## config.mk

```make
export PLATFORM = sky130hd
export DESIGN_NAME = dpr_port_ctrl
export DESIGN_NICKNAME = d
export VERILOG_FILES = /design/src/dpr_pkg.sv /design/src/dpr_count.sv /design/src/dpr_port_ctrl.sv
export SDC_FILE = /design/constraint.sdc
export NUM_CORES = 1
export LEC_CHECK = 0
export CORE_MARGIN = 1.5
export CORE_UTILIZATION = 63
export CTS_BUF_LIST = sky130_fd_sc_hd__clkbuf_16
export DETAILED_ROUTE_END_ITERATION = 10
export DONT_BUFFER_PORTS = 1
export GPL_ROUTABILITY_DRIVEN = 0
export PLACE_DENSITY = 0.77
export SETUP_SLACK_MARGIN = 0.3
export SYNTH_ARGS = -nofsm -noshare
export SYNTH_HDL_FRONTEND = slang
export SYNTH_SLANG_ARGS = --single-unit
```

## constraint.sdc

```tcl
create_clock -name i_clk -period 4.2 [get_ports i_clk]
set_clock_uncertainty 0.15 [all_clocks]
set_input_delay 0.21 -clock i_clk [delete_from_list [all_inputs] [get_ports i_clk]]
set_output_delay 0.21 -clock i_clk [all_outputs]
set_load 0.01 [all_outputs]
```

## src/dpr_pkg.sv

```systemverilog
// package for the dual-port ram port controller
package dpr_pkg;
  localparam int DPR_AW = 13;
  localparam int DPR_DW = 16;
  localparam int DPR_TOKEN_AW = 3;
  // timing in ns, converted to cycles at the 50 ns clock
  localparam int DPR_CLK_NS = 50;
  localparam int DPR_SETUP_NS = 20;
  localparam int DPR_PULSE_NS = 35;
  localparam int DPR_HOLD_NS = 20;
  localparam int DPR_ACCESS_NS = 55;
  localparam int DPR_SWRD_NS = 15;
  localparam int DPR_SETUP_CYC = (DPR_SETUP_NS + DPR_CLK_NS - 1) / DPR_CLK_NS;
  localparam int DPR_PULSE_CYC = (DPR_PULSE_NS + DPR_CLK_NS - 1) / DPR_CLK_NS;
  localparam int DPR_HOLD_CYC = (DPR_HOLD_NS + DPR_CLK_NS - 1) / DPR_CLK_NS;
  localparam int DPR_ACCESS_CYC = (DPR_ACCESS_NS + DPR_CLK_NS - 1) / DPR_CLK_NS + 1;
  localparam int DPR_SWRD_CYC = (DPR_SWRD_NS + DPR_CLK_NS - 1) / DPR_CLK_NS;
  localparam int DPR_CNT_W = 4;
  localparam logic [DPR_CNT_W-1:0] DPR_CNT_ZERO = 4'h0;
  localparam logic [DPR_CNT_W-1:0] DPR_CNT_ONE = 4'h1;
  // token request writes bit zero low, release writes it high
  localparam int DPR_TOKEN_BIT = 0;
  localparam logic [DPR_DW-1:0] DPR_TOKEN_REQ = 16'hFFFE;
  localparam logic [DPR_DW-1:0] DPR_TOKEN_REL = 16'hFFFF;

  // request from the user side
  typedef struct packed {
    logic write;
    logic token;
    logic upper;
    logic lower;
    logic [DPR_AW-1:0] addr;
    logic [DPR_DW-1:0] wdata;
  } dpr_req_t;

  // strobes toward one port of the ram, all active low
  typedef struct packed {
    logic select_n;
    logic token_select_n;
    logic write_n;
    logic output_n;
    logic upper_lane_n;
    logic lower_lane_n;
  } dpr_strobe_t;

  localparam dpr_strobe_t DPR_STROBE_IDLE = '{1'b1, 1'b1, 1'b1, 1'b1, 1'b1, 1'b1};
endpackage : dpr_pkg

```

## src/dpr_count.sv

```systemverilog
// down counter that times the setup, pulse, hold and read-back setup phases of a port cycle
`timescale 1ns/1ps
module dpr_count
  import dpr_pkg::*;
(
  // clock and reset
  input wire logic i_clk,
  input wire logic i_rst,
  // load and status
  input wire logic i_load,
  input wire logic [DPR_CNT_W-1:0] i_value,
  output logic o_done
);
  logic [DPR_CNT_W-1:0] count;
  logic [DPR_CNT_W-1:0] next_count;

  // load takes priority, otherwise count down to zero
  always_comb begin
    next_count = count;
    if (i_load) begin
      next_count = i_value;
    end else if (count != DPR_CNT_ZERO) begin
      next_count = count - DPR_CNT_ONE;
    end
  end

  always_ff @(posedge i_clk or posedge i_rst) begin
    if (i_rst) begin
      count <= DPR_CNT_ZERO;
    end else begin
      count <= next_count;
    end
  end

  assign o_done = (count == DPR_CNT_ONE) || (count == DPR_CNT_ZERO);
endmodule : dpr_count

```

## src/dpr_port_ctrl.sv

```systemverilog
// host controller that drives one port of the dual-port static ram
`timescale 1ns/1ps
module dpr_port_ctrl
  import dpr_pkg::*;
#(
  parameter int AW = DPR_AW,
  parameter int DW = DPR_DW
) (
  // clock and reset
  input wire logic i_clk,
  input wire logic i_rst,
  // user request
  input wire logic i_req_valid,
  input wire dpr_req_t i_req,
  output logic o_req_ready,
  // user answer
  output logic o_done,
  output logic [DW-1:0] o_rdata,
  output logic o_token_owned,
  output logic o_busy_seen,
  // ram port strobes and address
  output dpr_strobe_t o_strobe,
  output logic [AW-1:0] o_addr,
  // ram data pins
  input wire logic [DW-1:0] i_data,
  output logic [DW-1:0] o_data,
  output logic o_data_oe_n,
  // busy pin and role
  input wire logic i_busy_n,
  input wire logic i_role_master
);
  typedef enum logic [2:0] {
    ST_IDLE, ST_SETUP, ST_STROBE, ST_PULSE, ST_HOLD, ST_GAP, ST_RB_SETUP
  } dpr_state_t;

  dpr_state_t state;
  dpr_state_t next_state;
  dpr_req_t cur;
  dpr_req_t next_cur;
  dpr_strobe_t strobe;
  dpr_strobe_t next_strobe;
  logic [AW-1:0] addr;
  logic [AW-1:0] next_addr;
  logic [DW-1:0] wdata;
  logic [DW-1:0] next_wdata;
  logic data_oe_n;
  logic next_data_oe_n;
  logic [DW-1:0] rdata;
  logic [DW-1:0] next_rdata;
  logic done;
  logic next_done;
  logic ready;
  logic next_ready;
  logic owned;
  logic next_owned;
  logic busy_seen;
  logic next_busy_seen;
  logic readback;
  logic next_readback;
  logic cnt_load;
  logic [DPR_CNT_W-1:0] cnt_value;
  logic cnt_done;

  // strobes that pick the array lanes or the token latch
  function automatic dpr_strobe_t select_strobes(input dpr_req_t r, input logic wr);
    dpr_strobe_t s;
    s = DPR_STROBE_IDLE;
    s.write_n = ~wr;
    s.output_n = wr;
    if (r.token) begin
      s.token_select_n = 1'b0;
      s.upper_lane_n = 1'b0;
      s.lower_lane_n = 1'b0;
    end else begin
      s.select_n = 1'b0;
      s.upper_lane_n = ~r.upper;
      s.lower_lane_n = ~r.lower;
    end
    return s;
  endfunction : select_strobes

  dpr_count u_count (
    .i_clk(i_clk),
    .i_rst(i_rst),
    .i_load(cnt_load),
    .i_value(cnt_value),
    .o_done(cnt_done)
  );

  // slave-mode busy holds off the select of a write and stretches the write pulse
  logic hold_off;
  assign hold_off = !i_role_master && !i_busy_n;

  // cycle sequencer
  always_comb begin
    next_state = state;
    next_cur = cur;
    next_strobe = strobe;
    next_addr = addr;
    next_wdata = wdata;
    next_data_oe_n = data_oe_n;
    next_rdata = rdata;
    next_done = 1'b0;
    next_ready = ready;
    next_owned = owned;
    next_busy_seen = busy_seen;
    next_readback = readback;
    cnt_load = 1'b0;
    cnt_value = DPR_CNT_ZERO;
    unique case (state)
      ST_IDLE: begin
        if (i_req_valid && ready) begin
          next_cur = i_req;
          next_addr = i_req.addr; // address moves with all strobes high
          next_wdata = i_req.wdata;
          next_ready = 1'b0;
          next_busy_seen = 1'b0;
          next_readback = 1'b0;
          if (i_req.write) begin
            next_data_oe_n = 1'b0; // drive write data ahead of the strobes
          end
          cnt_load = 1'b1;
          cnt_value = DPR_CNT_W'(DPR_SETUP_CYC);
          next_state = ST_SETUP;
        end
      end
      ST_SETUP: begin
        if (cnt_done) begin
          if (cur.write) begin
            // write strobe falls a cycle after the address settles, before any select
            next_strobe.write_n = 1'b0;
          end
          next_state = ST_STROBE;
        end
      end
      ST_STROBE: begin
        if (!(cur.write && hold_off)) begin
          // select falls with or after the write strobe; reads keep write high
          next_strobe = select_strobes(cur, cur.write);
          cnt_load = 1'b1;
          cnt_value = cur.write ? DPR_CNT_W'(DPR_PULSE_CYC) : DPR_CNT_W'(DPR_ACCESS_CYC);
          next_state = ST_PULSE;
        end
      end
      ST_PULSE: begin
        if (!i_busy_n) begin
          next_busy_seen = 1'b1;
        end
        if (cur.write && hold_off) begin
          cnt_load = 1'b1; // stretch the pulse while busy is held
          cnt_value = DPR_CNT_W'(DPR_PULSE_CYC);
        end else if (cnt_done) begin
          if (!cur.write) begin
            next_rdata = i_data;
            if (cur.token && readback) begin
              next_owned = ~i_data[DPR_TOKEN_BIT];
            end
          end
          // all strobes rise together, ending the write overlap
          next_strobe = DPR_STROBE_IDLE;
          cnt_load = 1'b1;
          cnt_value = DPR_CNT_W'(DPR_HOLD_CYC);
          next_state = ST_HOLD;
        end
      end
      ST_HOLD: begin
        if (cnt_done) begin
          next_data_oe_n = 1'b1;
          if (cur.write && cur.token && !cur.wdata[DPR_TOKEN_BIT]) begin
            // token request: read back to learn the grant
            next_cur.write = 1'b0;
            next_readback = 1'b1;
            cnt_load = 1'b1;
            cnt_value = DPR_CNT_W'(DPR_SWRD_CYC);
            next_state = ST_RB_SETUP;
          end else begin
            if (cur.write && cur.token) begin
              next_owned = 1'b0; // release written
            end
            next_done = 1'b1;
            next_state = ST_GAP;
          end
        end
      end
      ST_RB_SETUP: begin
        if (cnt_done) begin
          next_state = ST_STROBE;
        end
      end
      ST_GAP: begin
        next_ready = 1'b1;
        next_state = ST_IDLE;
      end
      default: begin
        next_state = ST_IDLE;
      end
    endcase
  end

  always_ff @(posedge i_clk or posedge i_rst) begin
    if (i_rst) begin
      state <= ST_IDLE;
      cur <= '0;
      strobe <= DPR_STROBE_IDLE;
      addr <= '0;
      wdata <= '0;
      data_oe_n <= 1'b1;
      rdata <= '0;
      done <= 1'b0;
      ready <= 1'b1;
      owned <= 1'b0; // all tokens free at start
      busy_seen <= 1'b0;
      readback <= 1'b0;
    end else begin
      state <= next_state;
      cur <= next_cur;
      strobe <= next_strobe;
      addr <= next_addr;
      wdata <= next_wdata;
      data_oe_n <= next_data_oe_n;
      rdata <= next_rdata;
      done <= next_done;
      ready <= next_ready;
      owned <= next_owned;
      busy_seen <= next_busy_seen;
      readback <= next_readback;
    end
  end

  // outputs straight from flip-flops
  assign o_req_ready = ready;
  assign o_done = done;
  assign o_rdata = rdata;
  assign o_token_owned = owned;
  assign o_busy_seen = busy_seen;
  assign o_strobe = strobe;
  assign o_addr = addr;
  assign o_data = wdata;
  assign o_data_oe_n = data_oe_n;
endmodule : dpr_port_ctrl

```

==> results of run 1 <==
[metal layers]
layer	share of wire (%)	track usage (%)	vias up
li1	-	-	899
met1	38	28.7	986
met2	53	43.0	100
met3	6.9	6.86	14
met4	2.0	11.9	0
met5	0	0	-
[per-stage QoR]
stage               hold WS (ns)  total power, mW  worst slack [ns]  utilization (%)
global placement           0.158             2.11              1.88             62.1
floorplan                  0.149             2.20              2.14                -
finish                   0.00448             3.02              1.77             79.3
CTS                      0.00103             3.02              1.76             79.3
global route              0.0284             3.19              1.65             79.3
detailed placement         0.175             2.19              1.77             62.1
[synthesized netlist by cell type, types with 4 or more instances]
cell and instances:
mux2_2 41, buf_6 5, a21oi_1 4, buf_4 31, nor3_1 6, mux2_1 10
dfrtp_1 60, nand2_1 11, nor2_1 8, o21ai_0 7, inv_1 11, dfstp_2 8
[worst paths after layout]
| check | end | slack, ns |
|---|---|---|
| max | o_addr[7] | 1.77 |
| min in group asynchronous | readback | 0.46 |
| max reg2reg | o_addr[7] | 1.77 |
| min | state[2] | 0.004 |
| max in group asynchronous | o_token_owned | 2.92 |
| min reg2reg | cur[30] | 0.36 |
[worst max-delay path, stage by stage, from the launching register on]
cell and delay [ns]:
dfstp_2 0.59, nand2_1 0.13, nor4_4 0.61, buf_4 0.43, mux2_2 0.39
[sequential cells by signal, indices dropped and copies added, names as in the netlist, 3 cells and up]
name,count
cur,4
o_addr,13
o_data,16
o_rdata,16
o_strobe,6
state,3
u_count.count,4
[cell type report]
cell class	instances	area share (%)
Multi-Input combinational cell	132	29.5
Timing Repair Buffer	53	13.8
Clock inverter	7	2.37
Clock buffer	9	5.93
Sequential cell	68	45.1
Tap cell	67	2.21
Inverter	11	1.09
[cells by family after synthesis]
| logic type | synth area share, % |
|---|---|
| muxes | 18.8 |
| and+or+nand+nor | 8.30 |
| buffers and inverters | 10.6 |
| xor gates and xnor gates | 0.277 |
| adders and majority gates | 0.790 |
| AOI/OAI and AO/OA | 7.19 |
| DFF | 54.1 |
[power breakdown]
group / internal, mW / leakage [nW] / switching [mW]
Clock: 0.517 / 0.153 / 0.275
Sequential: 1.00 / 0.822 / 0.415
Combinational: 0.431 / 0.661 / 0.381
Total: 1.95 / 1.64 / 1.07
==> impl_results.md, run 1 <==
- Status: completed
- Resize count post-CTS: 0
- Total negative slack: 0 ns
- Minimum clock period: 2.43 ns
- Area after DPL: 2970 um2
- Die width: 73.9 um
- Deepest clock path buffer count: 2
- Max-cap violations: 0
- CTS H-tree lvls: 3
- Area growth syn-to-layout: 19.9%
- Fillcell total: 277
- Worst Setup Start Kind: flop
- Most frequent cells in the layout: 60 x dfrtp_1, 51 x dlygate4sd3_1, 41 x mux2_2
- Synth Net Count: 304
- Global route overflow: 0
- Largest net degree at the start of global routing: roughly 70
- Core area: 4790 um2
- Initial antenna violation count: 0
- FF+latch count, synth: 68
- Register area share after synthesis: 54.1%
- Unrepaired setup endpoints after global routing: false
- Final hold vios: 0
- YS warnings: 0
- Pre-Repair DR Iteration Count: 4
- Clock Root Buffer: clkbuf_16
- Remaining antenna violation count: 0
- Post-synth ARST share: 100%
- Pwr per Cell Area: 796 nW/um2
- Port Buf Inserts: 0
- DRC Markers: 0
- Clock-pin slew reported for the worst setup and hold paths after clock tree synthesis: around 0.05 ns
- Highest clock rate: 0.412 GHz
- WS Path Type: reg2reg
- Post-DP HPWL: between 3000 and 4000 um
- Final std cells w/o fill: 347
- DR WL/cell: 18.3 um
- Hold_sp: i_role_master
- Critical Path Start: o_req_ready
- Antenna cells: 0
- Area occupied by multi-input gates: 1120 um2
- Dominant synthesized flop cell: dfrtp_1
- Starting density of the core: 66.1%
- Cts bufs inserted: 9
- Reg area: 1710 um2
- Syn avg cell area: 12.8 um2
- Row count: 25
- Worst Tran Pin Value: ~0.8 ns
- Synth top area share: between 40% and 50%
- Synth top area cells: dfrtp_1 47%, mux2_2 15%, buf_4 7.4%
- Final slew viol count: 0
- Reg2Reg Depth: 4
- Pleak: ~1.6 nW
- Total die area: 5460 um2
- First-pass GRT wire length: 10000 um
- Synth area leader: dfrtp_1
- Die Y: 73.9 um
- CP endpoint kind: flop
- TritonCTS clock tree: yes
- Ratio of cells with drive above 1 in the final layout: a little over a quarter
- Most common cell after layout, fill and taps aside: dfrtp_1
- Via count: ~2000
- I/O pin count: 110
- Clk_lat worst skew: 0.32 ns
- Total placed cells including tap cells: 280
- Worst-path fanout max: 25
- Post-synth EDFFs: 0
- Vias in the first global route: 2151
- Detailed router's first-iteration violation count: approximately 150
- Post-synthesis instance total: 248
- Clk sinks: 68
- Via density per instance: a little under 6
- Setup violators final: 0
- GR Util All Layers: 25.0%
- Critical path arrival: 2.48 ns
- Hold crit path type: in2reg
- Worst Path Required: 4.25 ns
- Post-Route WL: 6350 um
- Cts hold-fix bufs: 51
- Synth cell types: 45
- R2r startpoint: o_req_ready
- Fin crit share: between 50% and 60%
- Slew headroom: 45.8%
- Hold Path Stages: 2
- Post-CTS setup buffers: 0
- Peak VDD IR: ~0.45 mV
- Final nets: 331
- Post-Syn Area: 3170 um2
- Final Cell Area: 3800 um2
Note: power is estimated with default switching activity, not from simulation.
==> run 2: changes to the inputs <==
- CORE_UTILIZATION: 63 -> 57
- PLACE_DENSITY: 0.77 -> 0.73
- clock period: 4.2 -> 2.1 ns (I/O delays scaled with it)
==> impl_results.md, run 2 (same netlist as run 1, synthesis figures left out) <==
- First-pass GRT wire length: 11800 um (+18%)
- Critical path arrival: 1.93 ns (-0.55 ns)
- TritonCTS clock tree: yes
- CP endpoint kind: flop
- Post-Route WL: 8800 um (+39%)
- Clock-pin slew reported for the worst setup and hold paths after clock tree synthesis: 0.05 ns (about the same)
- Unrepaired setup endpoints after global routing: true
- R2r startpoint: u_count.count[2]
- Pre-Repair DR Iteration Count: 4 (unchanged)
- Highest clock rate: 0.535 GHz (+30%)
- I/O pin count: 110 (unchanged)
- Final nets: 361 (+9.1%)
- Status: completed
- CTS H-tree lvls: 3 (unchanged)
- Ratio of cells with drive above 1 in the final layout: 40.0% (+14 points)
- Worst Setup Start Kind: flop
- Hold_sp: i_busy_n
- Worst R2R End: u_count.count[1]
- Starting density of the core: 60.4% (-5.7 points)
- Hold crit path type: in2reg
- Vias in the first global route: 2263 (+5.2%)
- Max-cap violations: 0 (unchanged)
- Most frequent cells in the layout: 59 x dfrtp_1, 53 x dlygate4sd3_1, 40 x mux2_4
- Global route overflow: 0 (unchanged)
- Pleak: 1.97 nW (+20%)
- Via density per instance: 5.93 (+3.0%)
- Fillcell total: 240 (-13%)
- Core area: 5240 um2 (+9.4%)
- Detailed router's first-iteration violation count: 138 (-8.6%)
- Slew headroom: 49.0% (+3.2 points)
- R2R setup slack: 0.23 ns (-1.54 ns)
- Worst Path Required: 2.16 ns (-2.09 ns)
- Die width: 77.5 um (+4.9%)
- Remaining antenna violation count: 0 (unchanged)
- Total die area: 6010 um2 (+10%)
- Row count: 26 (+4.0%)
- Total placed cells including tap cells: 290 (+3.6%)
- Worst path max stage delay: 0.43 ns (-0.18 ns)
- Pwr per Cell Area: 1670 nW/um2 (+110%)
- Crit path cell chain: or2_2, nor4_1, o21a_1, o31ai_1
- Clk_lat worst skew: 0.33 ns (about the same)
- Port Buf Inserts: 0 (unchanged)
- Final std cells w/o fill: 380 (+9.5%)
- Antenna cells: 0 (unchanged)
- Largest net degree at the start of global routing: 36 (-48%)
- Hold Path Stages: 4 (+2)
- Slowest cell on crit path: nor4_1
- Clk sinks: 68 (unchanged)
- Area growth syn-to-layout: 41.0%
- Setup violators final: 0 (unchanged)
- GR Util All Layers: 26.1% (+1.1 points)
- DRC Markers: 0 (unchanged)
- Worst Tran Pin Value: 0.763 ns (-0.0503 ns)
- Hold EP: state[0]
- Via count: 2254 (+13%)
- Deepest clock path buffer count: 2 (unchanged)
- Final slew viol count: 0 (unchanged)
- Minimum clock period: 1.87 ns (-0.556 ns)
- Total negative slack: 0 ns (unchanged)
- Post-DP HPWL: 4050 um (+1.5%)
- Fin crit share: 89.1% (+31 points)
- Finished Core Util: 85.2% (+5.9 points)
- Die Y: 77.5 um (+4.9%)
- Peak VDD IR: 1.02 mV (+120%)
- Reg area: 1710 um2 (about the same)
- DR WL/cell: 23.2 um (+27%)
- Area occupied by multi-input gates: 1350 um2 (+20%)
- Cts bufs inserted: 9 (unchanged)
- Worst-path fanout max: 5 (-80%)
- Initial antenna violation count: 0 (unchanged)
- Most common cell after layout, fill and taps aside: dfrtp_1
- Clock Root Buffer: clkbuf_16
- Reg2Reg Depth: 4 (unchanged)
- Final hold vios: 0 (unchanged)
- WS Path Type: reg2reg
run 2: changes by cell type in the layout (fill, tap and decap cells not counted), moves of 3 or more:
| cell | change |
|---|---|
| bufinv_16 | +3 |
| buf_4 | +17 |
| buf_12 | +4 |
| mux2_1 | -10 |
| mux2_2 | -30 |
| mux2_4 | +40 |
run 2: cell type report:
class                      count  area share (%)
inverter                      11            1.01
tap                           70            1.96
multi-input combinational    132            30.2
clock inverter                 7            3.64
timing repair buffer          83            19.8
sequential                    68            38.4
clock buffer                   9            5.04
run 2: how the worst max path moves through the flow:
stage / cells after the start / end / start
CTS: 7 / o_rdata[6] / u_count.count[0]
detailed placement: 5 / o_strobe[1] / u_count.count[0]
global placement: 5 / o_strobe[1] / u_count.count[0]
floorplan: 4 / o_addr[0] / o_req_ready
finish: 4 / u_count.count[1] / u_count.count[2]
global route: 6 / o_token_owned / u_count.count[1]
run 2: layer usage:
| layer | wire (um) | part of all wire (%) | up-vias | track usage (%) |
|---|---|---|---|---|
| li1 | - | - | 956 | - |
| met1 | 3230 | 37 | 1114 | 31.3 |
| met2 | 4540 | 52 | 152 | 44.8 |
| met3 | 751 | 8.5 | 32 | 9.29 |
| met4 | 276 | 3.1 | 0 | 6.36 |
| met5 | 0 | 0 | - | 0 |
run 2: critical path, delay by kind of cell (launching register included):
kind	cells	cell delay, ns
compound gates	2	0.39
simple gates	2	0.80
flops	1	0.41
run 2: per-stage QoR:
stage	power (mW)	setup slack (ns)	hold WS, ns	instance area [um2]
floorplan	4.46	0.234	0.0441	3200
global placement	4.42	0.201	-0.00719	3100
detailed placement	4.48	0.163	0.00439	3100
CTS	6.92	0.285	0.0643	4210
global route	7.77	0.135	0.129	4460
finish	7.46	0.230	0.111	4460
run 2: timing repair:
item | CTS | global route
setup buffers | 9 | 8
cloned | 1 | 3
pin swaps | 5 | 5
hold buffers | 53 | 0
hold endpoints to repair | 84 | 0
endpoints found under the setup margin | 24 | 53
gates resized for setup | 19 | 35
run 2: power breakdown:
group	internal [mW]	switching, mW
Combinational	1.50	1.14
Sequential	2.01	0.851
Clock	1.40	0.565
==> run 3: changes to the inputs <==
- SETUP_SLACK_MARGIN: 0.3 -> 0.02
==> impl_results.md, run 3 (same netlist as run 1, synthesis figures left out) <==
- Status: completed
- CTS H-tree lvls: 3 (unchanged)
- Net switching power figure: 2.17 mW (-15%)
- Clock Root Buffer: clkbuf_16
- CP endpoint kind: flop
- Die Y: 77.5 um (unchanged)
- Remaining antenna violation count: 0 (unchanged)
- Unrepaired setup endpoints after global routing: false
- Switch share: 35.2% (+0.97 points)
- Sequential Power Share: 45.0% (+6.7 points)
- Global route overflow: 0 (unchanged)
- Setup WS pre-CTS: 0.000333 ns (-0.163 ns)
- Buf+Inv Stages, Crit Path: 0 (unchanged)
- Clock-pin slew reported for the worst setup and hold paths after clock tree synthesis: 0.06 ns (about the same)
- Comb pwr share: 29.5% (-5.9 points)
- Worst Setup Start Kind: flop
- Vias in the first global route: 2220 (-1.9%)
- Post-DP HPWL: 3960 um (-2.4%)
- Worst-path fanout max: 5 (unchanged)
- TritonCTS clock tree: yes
- Post-CTS setup buffers: 0 (-9)
- Clock share of power: 25.5% (-0.8 points)
- Fin crit share: 92.7% (+3.6 points)
- Slew headroom: 74.1% (+25 points)
- Hold crit path type: in2reg
- Deepest clock path buffer count: 2 (unchanged)
- Total die area: 6010 um2 (unchanged)
- Hold Path Stages: 4 (unchanged)
- Worst Path Required: 2.15 ns (about the same)
- Cts bufs inserted: 9 (unchanged)
- Post-Route WL: 6550 um (-26%)
- Slowest cell on crit path: dfrtp_1
- Final hold vios: 0 (unchanged)
- Clk_lat worst skew: 0.32 ns (about the same)
- Port Buf Inserts: 0 (unchanged)
- Detailed router's first-iteration violation count: 171 (+24%)
- Largest net degree at the start of global routing: 69 (+92%)
- Setup violators final: 0 (unchanged)
- First-pass GRT wire length: 10700 um (-9.1%)
- Pleak: 1.69 nW (-14%)
- Initial antenna violation count: 0 (unchanged)
- WS Path Type: reg2reg
- I/O pin count: 110 (unchanged)
- Final nets: 339 (-6.1%)
- Max-cap violations: 0 (unchanged)
- Die width: 77.5 um (unchanged)
- Minimum clock period: 1.95 ns (+0.0763 ns)
- Setup WS post-layout: 0.154 ns (-0.0763 ns)
- Total negative slack: 0 ns (unchanged)
- Core area: 5240 um2 (unchanged)
- Reg2Reg Depth: 5 (+1)
- Most common cell after layout, fill and taps aside: dfrtp_1
- DR WL/cell: 18.3 um (-21%)
- Via density per instance: 5.68 (-4.3%)
- Most frequent cells in the layout: 60 x dfrtp_1, 53 x dlygate4sd3_1, 41 x mux2_2
- Row count: 26 (unchanged)
- Worst Tran Pin Value: 0.385 ns (-0.378 ns)
- Crit path cell chain: ha_1, nor2_4, nor2_1, o31a_1, or3b_1
- Via count: 2033 (-9.8%)
- Critical path arrival: 1.99 ns (+0.06 ns)
- Delay-heaviest family, CP: simple AND/OR/NAND/NOR gates
- Worst path max stage delay: 0.41 ns (-0.02 ns)
- Clk sinks: 68 (unchanged)
- Levels on crit path: 5 (+1)
- Antenna cells: 0 (unchanged)
- Final slew viol count: 0 (unchanged)
- DRC Markers: 0 (unchanged)
- Ratio of cells with drive above 1 in the final layout: 28.5% (-12 points)
- Area growth syn-to-layout: 23.6%
- Pre-Repair DR Iteration Count: 4 (unchanged)
- GR Util All Layers: 23.3% (-2.8 points)
- Starting density of the core: 60.4% (unchanged)
- Pwr per Cell Area: 1580 nW/um2 (-5.8%)
- Internal power: 3.99 mW (-19%)
- Peak VDD IR: 0.956 mV (-6.0%)
- Highest clock rate: 0.514 GHz (-3.9%)
-- run 3: path summary, 6_finish.rpt --
kind / start / end / slack (ns)
setup / recovery: u_count.count[0] / u_count.count[0] / 0.15
hold / removal: i_busy_n / o_strobe[3] / 0.05
setup reg to reg: u_count.count[0] / u_count.count[0] / 0.15
hold reg to reg: cur[29] / cur[29] / 0.36
max in group asynchronous: i_rst / o_strobe[3] / 1.29
min in group asynchronous: i_rst / o_data[14] / 0.16
-- run 3: stage by stage --
step | hold WS, ns | total power [mW] | utilization (%) | std cells | area, um2
floorplan | 0.0441 | 4.40 | - | 248 | 3170
global placement | -0.0564 | 4.38 | 58.4 | 289 | 3060
detailed placement | -0.0533 | 4.45 | 58.4 | 289 | 3060
CTS | 0.0295 | 6.13 | 74.6 | 358 | 3910
global route | 0.0717 | 6.53 | 74.7 | 358 | 3910
finish | 0.0485 | 6.16 | 74.7 | 358 | 3910
-- run 3: cell type report --
class	instances	area [um2]
Clock buffer	9	225
Tap cell	70	87.6
Fill cell	329	1330
Clock inverter	7	90.1
Timing Repair Buffer	61	628
Multi-Input combinational cell	132	1130
Inverter	11	41.3
Sequential cell	68	1710
-- run 3: power groups by stage --
stage | registers [mW] | clock network, mW | logic, mW
detailed placement | 2.77 | 0 | 1.67
floorplan | 2.42 | 0 | 1.98
CTS | 2.76 | 1.60 | 1.78
global placement | 2.76 | 0 | 1.62
global route | 2.86 | 1.66 | 2.01
finish | 2.77 | 1.57 | 1.82
-- run 3: worst register-to-register path: stages (launching register included) --
cell,delay (ns)
dfrtp_1,0.41
ha_1,0.28
nor2_4,0.18
nor2_1,0.10
o31a_1,0.34
or3b_1,0.37
-- run 3: timing repair --
item / in CTS / in global routing
hold buffers: 53 / 0
endpoints found under the hold margin: 124 / 0
gates resized for setup: 1 / 2
endpoints found under the setup margin: 1 / 2
-- run 3: metal layers --
layer	up-vias	share of wire (%)	wire, um	GRT usage, %
li1	917	-	-	-
met1	1009	38	2480	27.5
met2	94	53	3450	39.6
met3	13	7.9	519	8.12
met4	0	1.6	106	8.18
met5	-	0	0	0
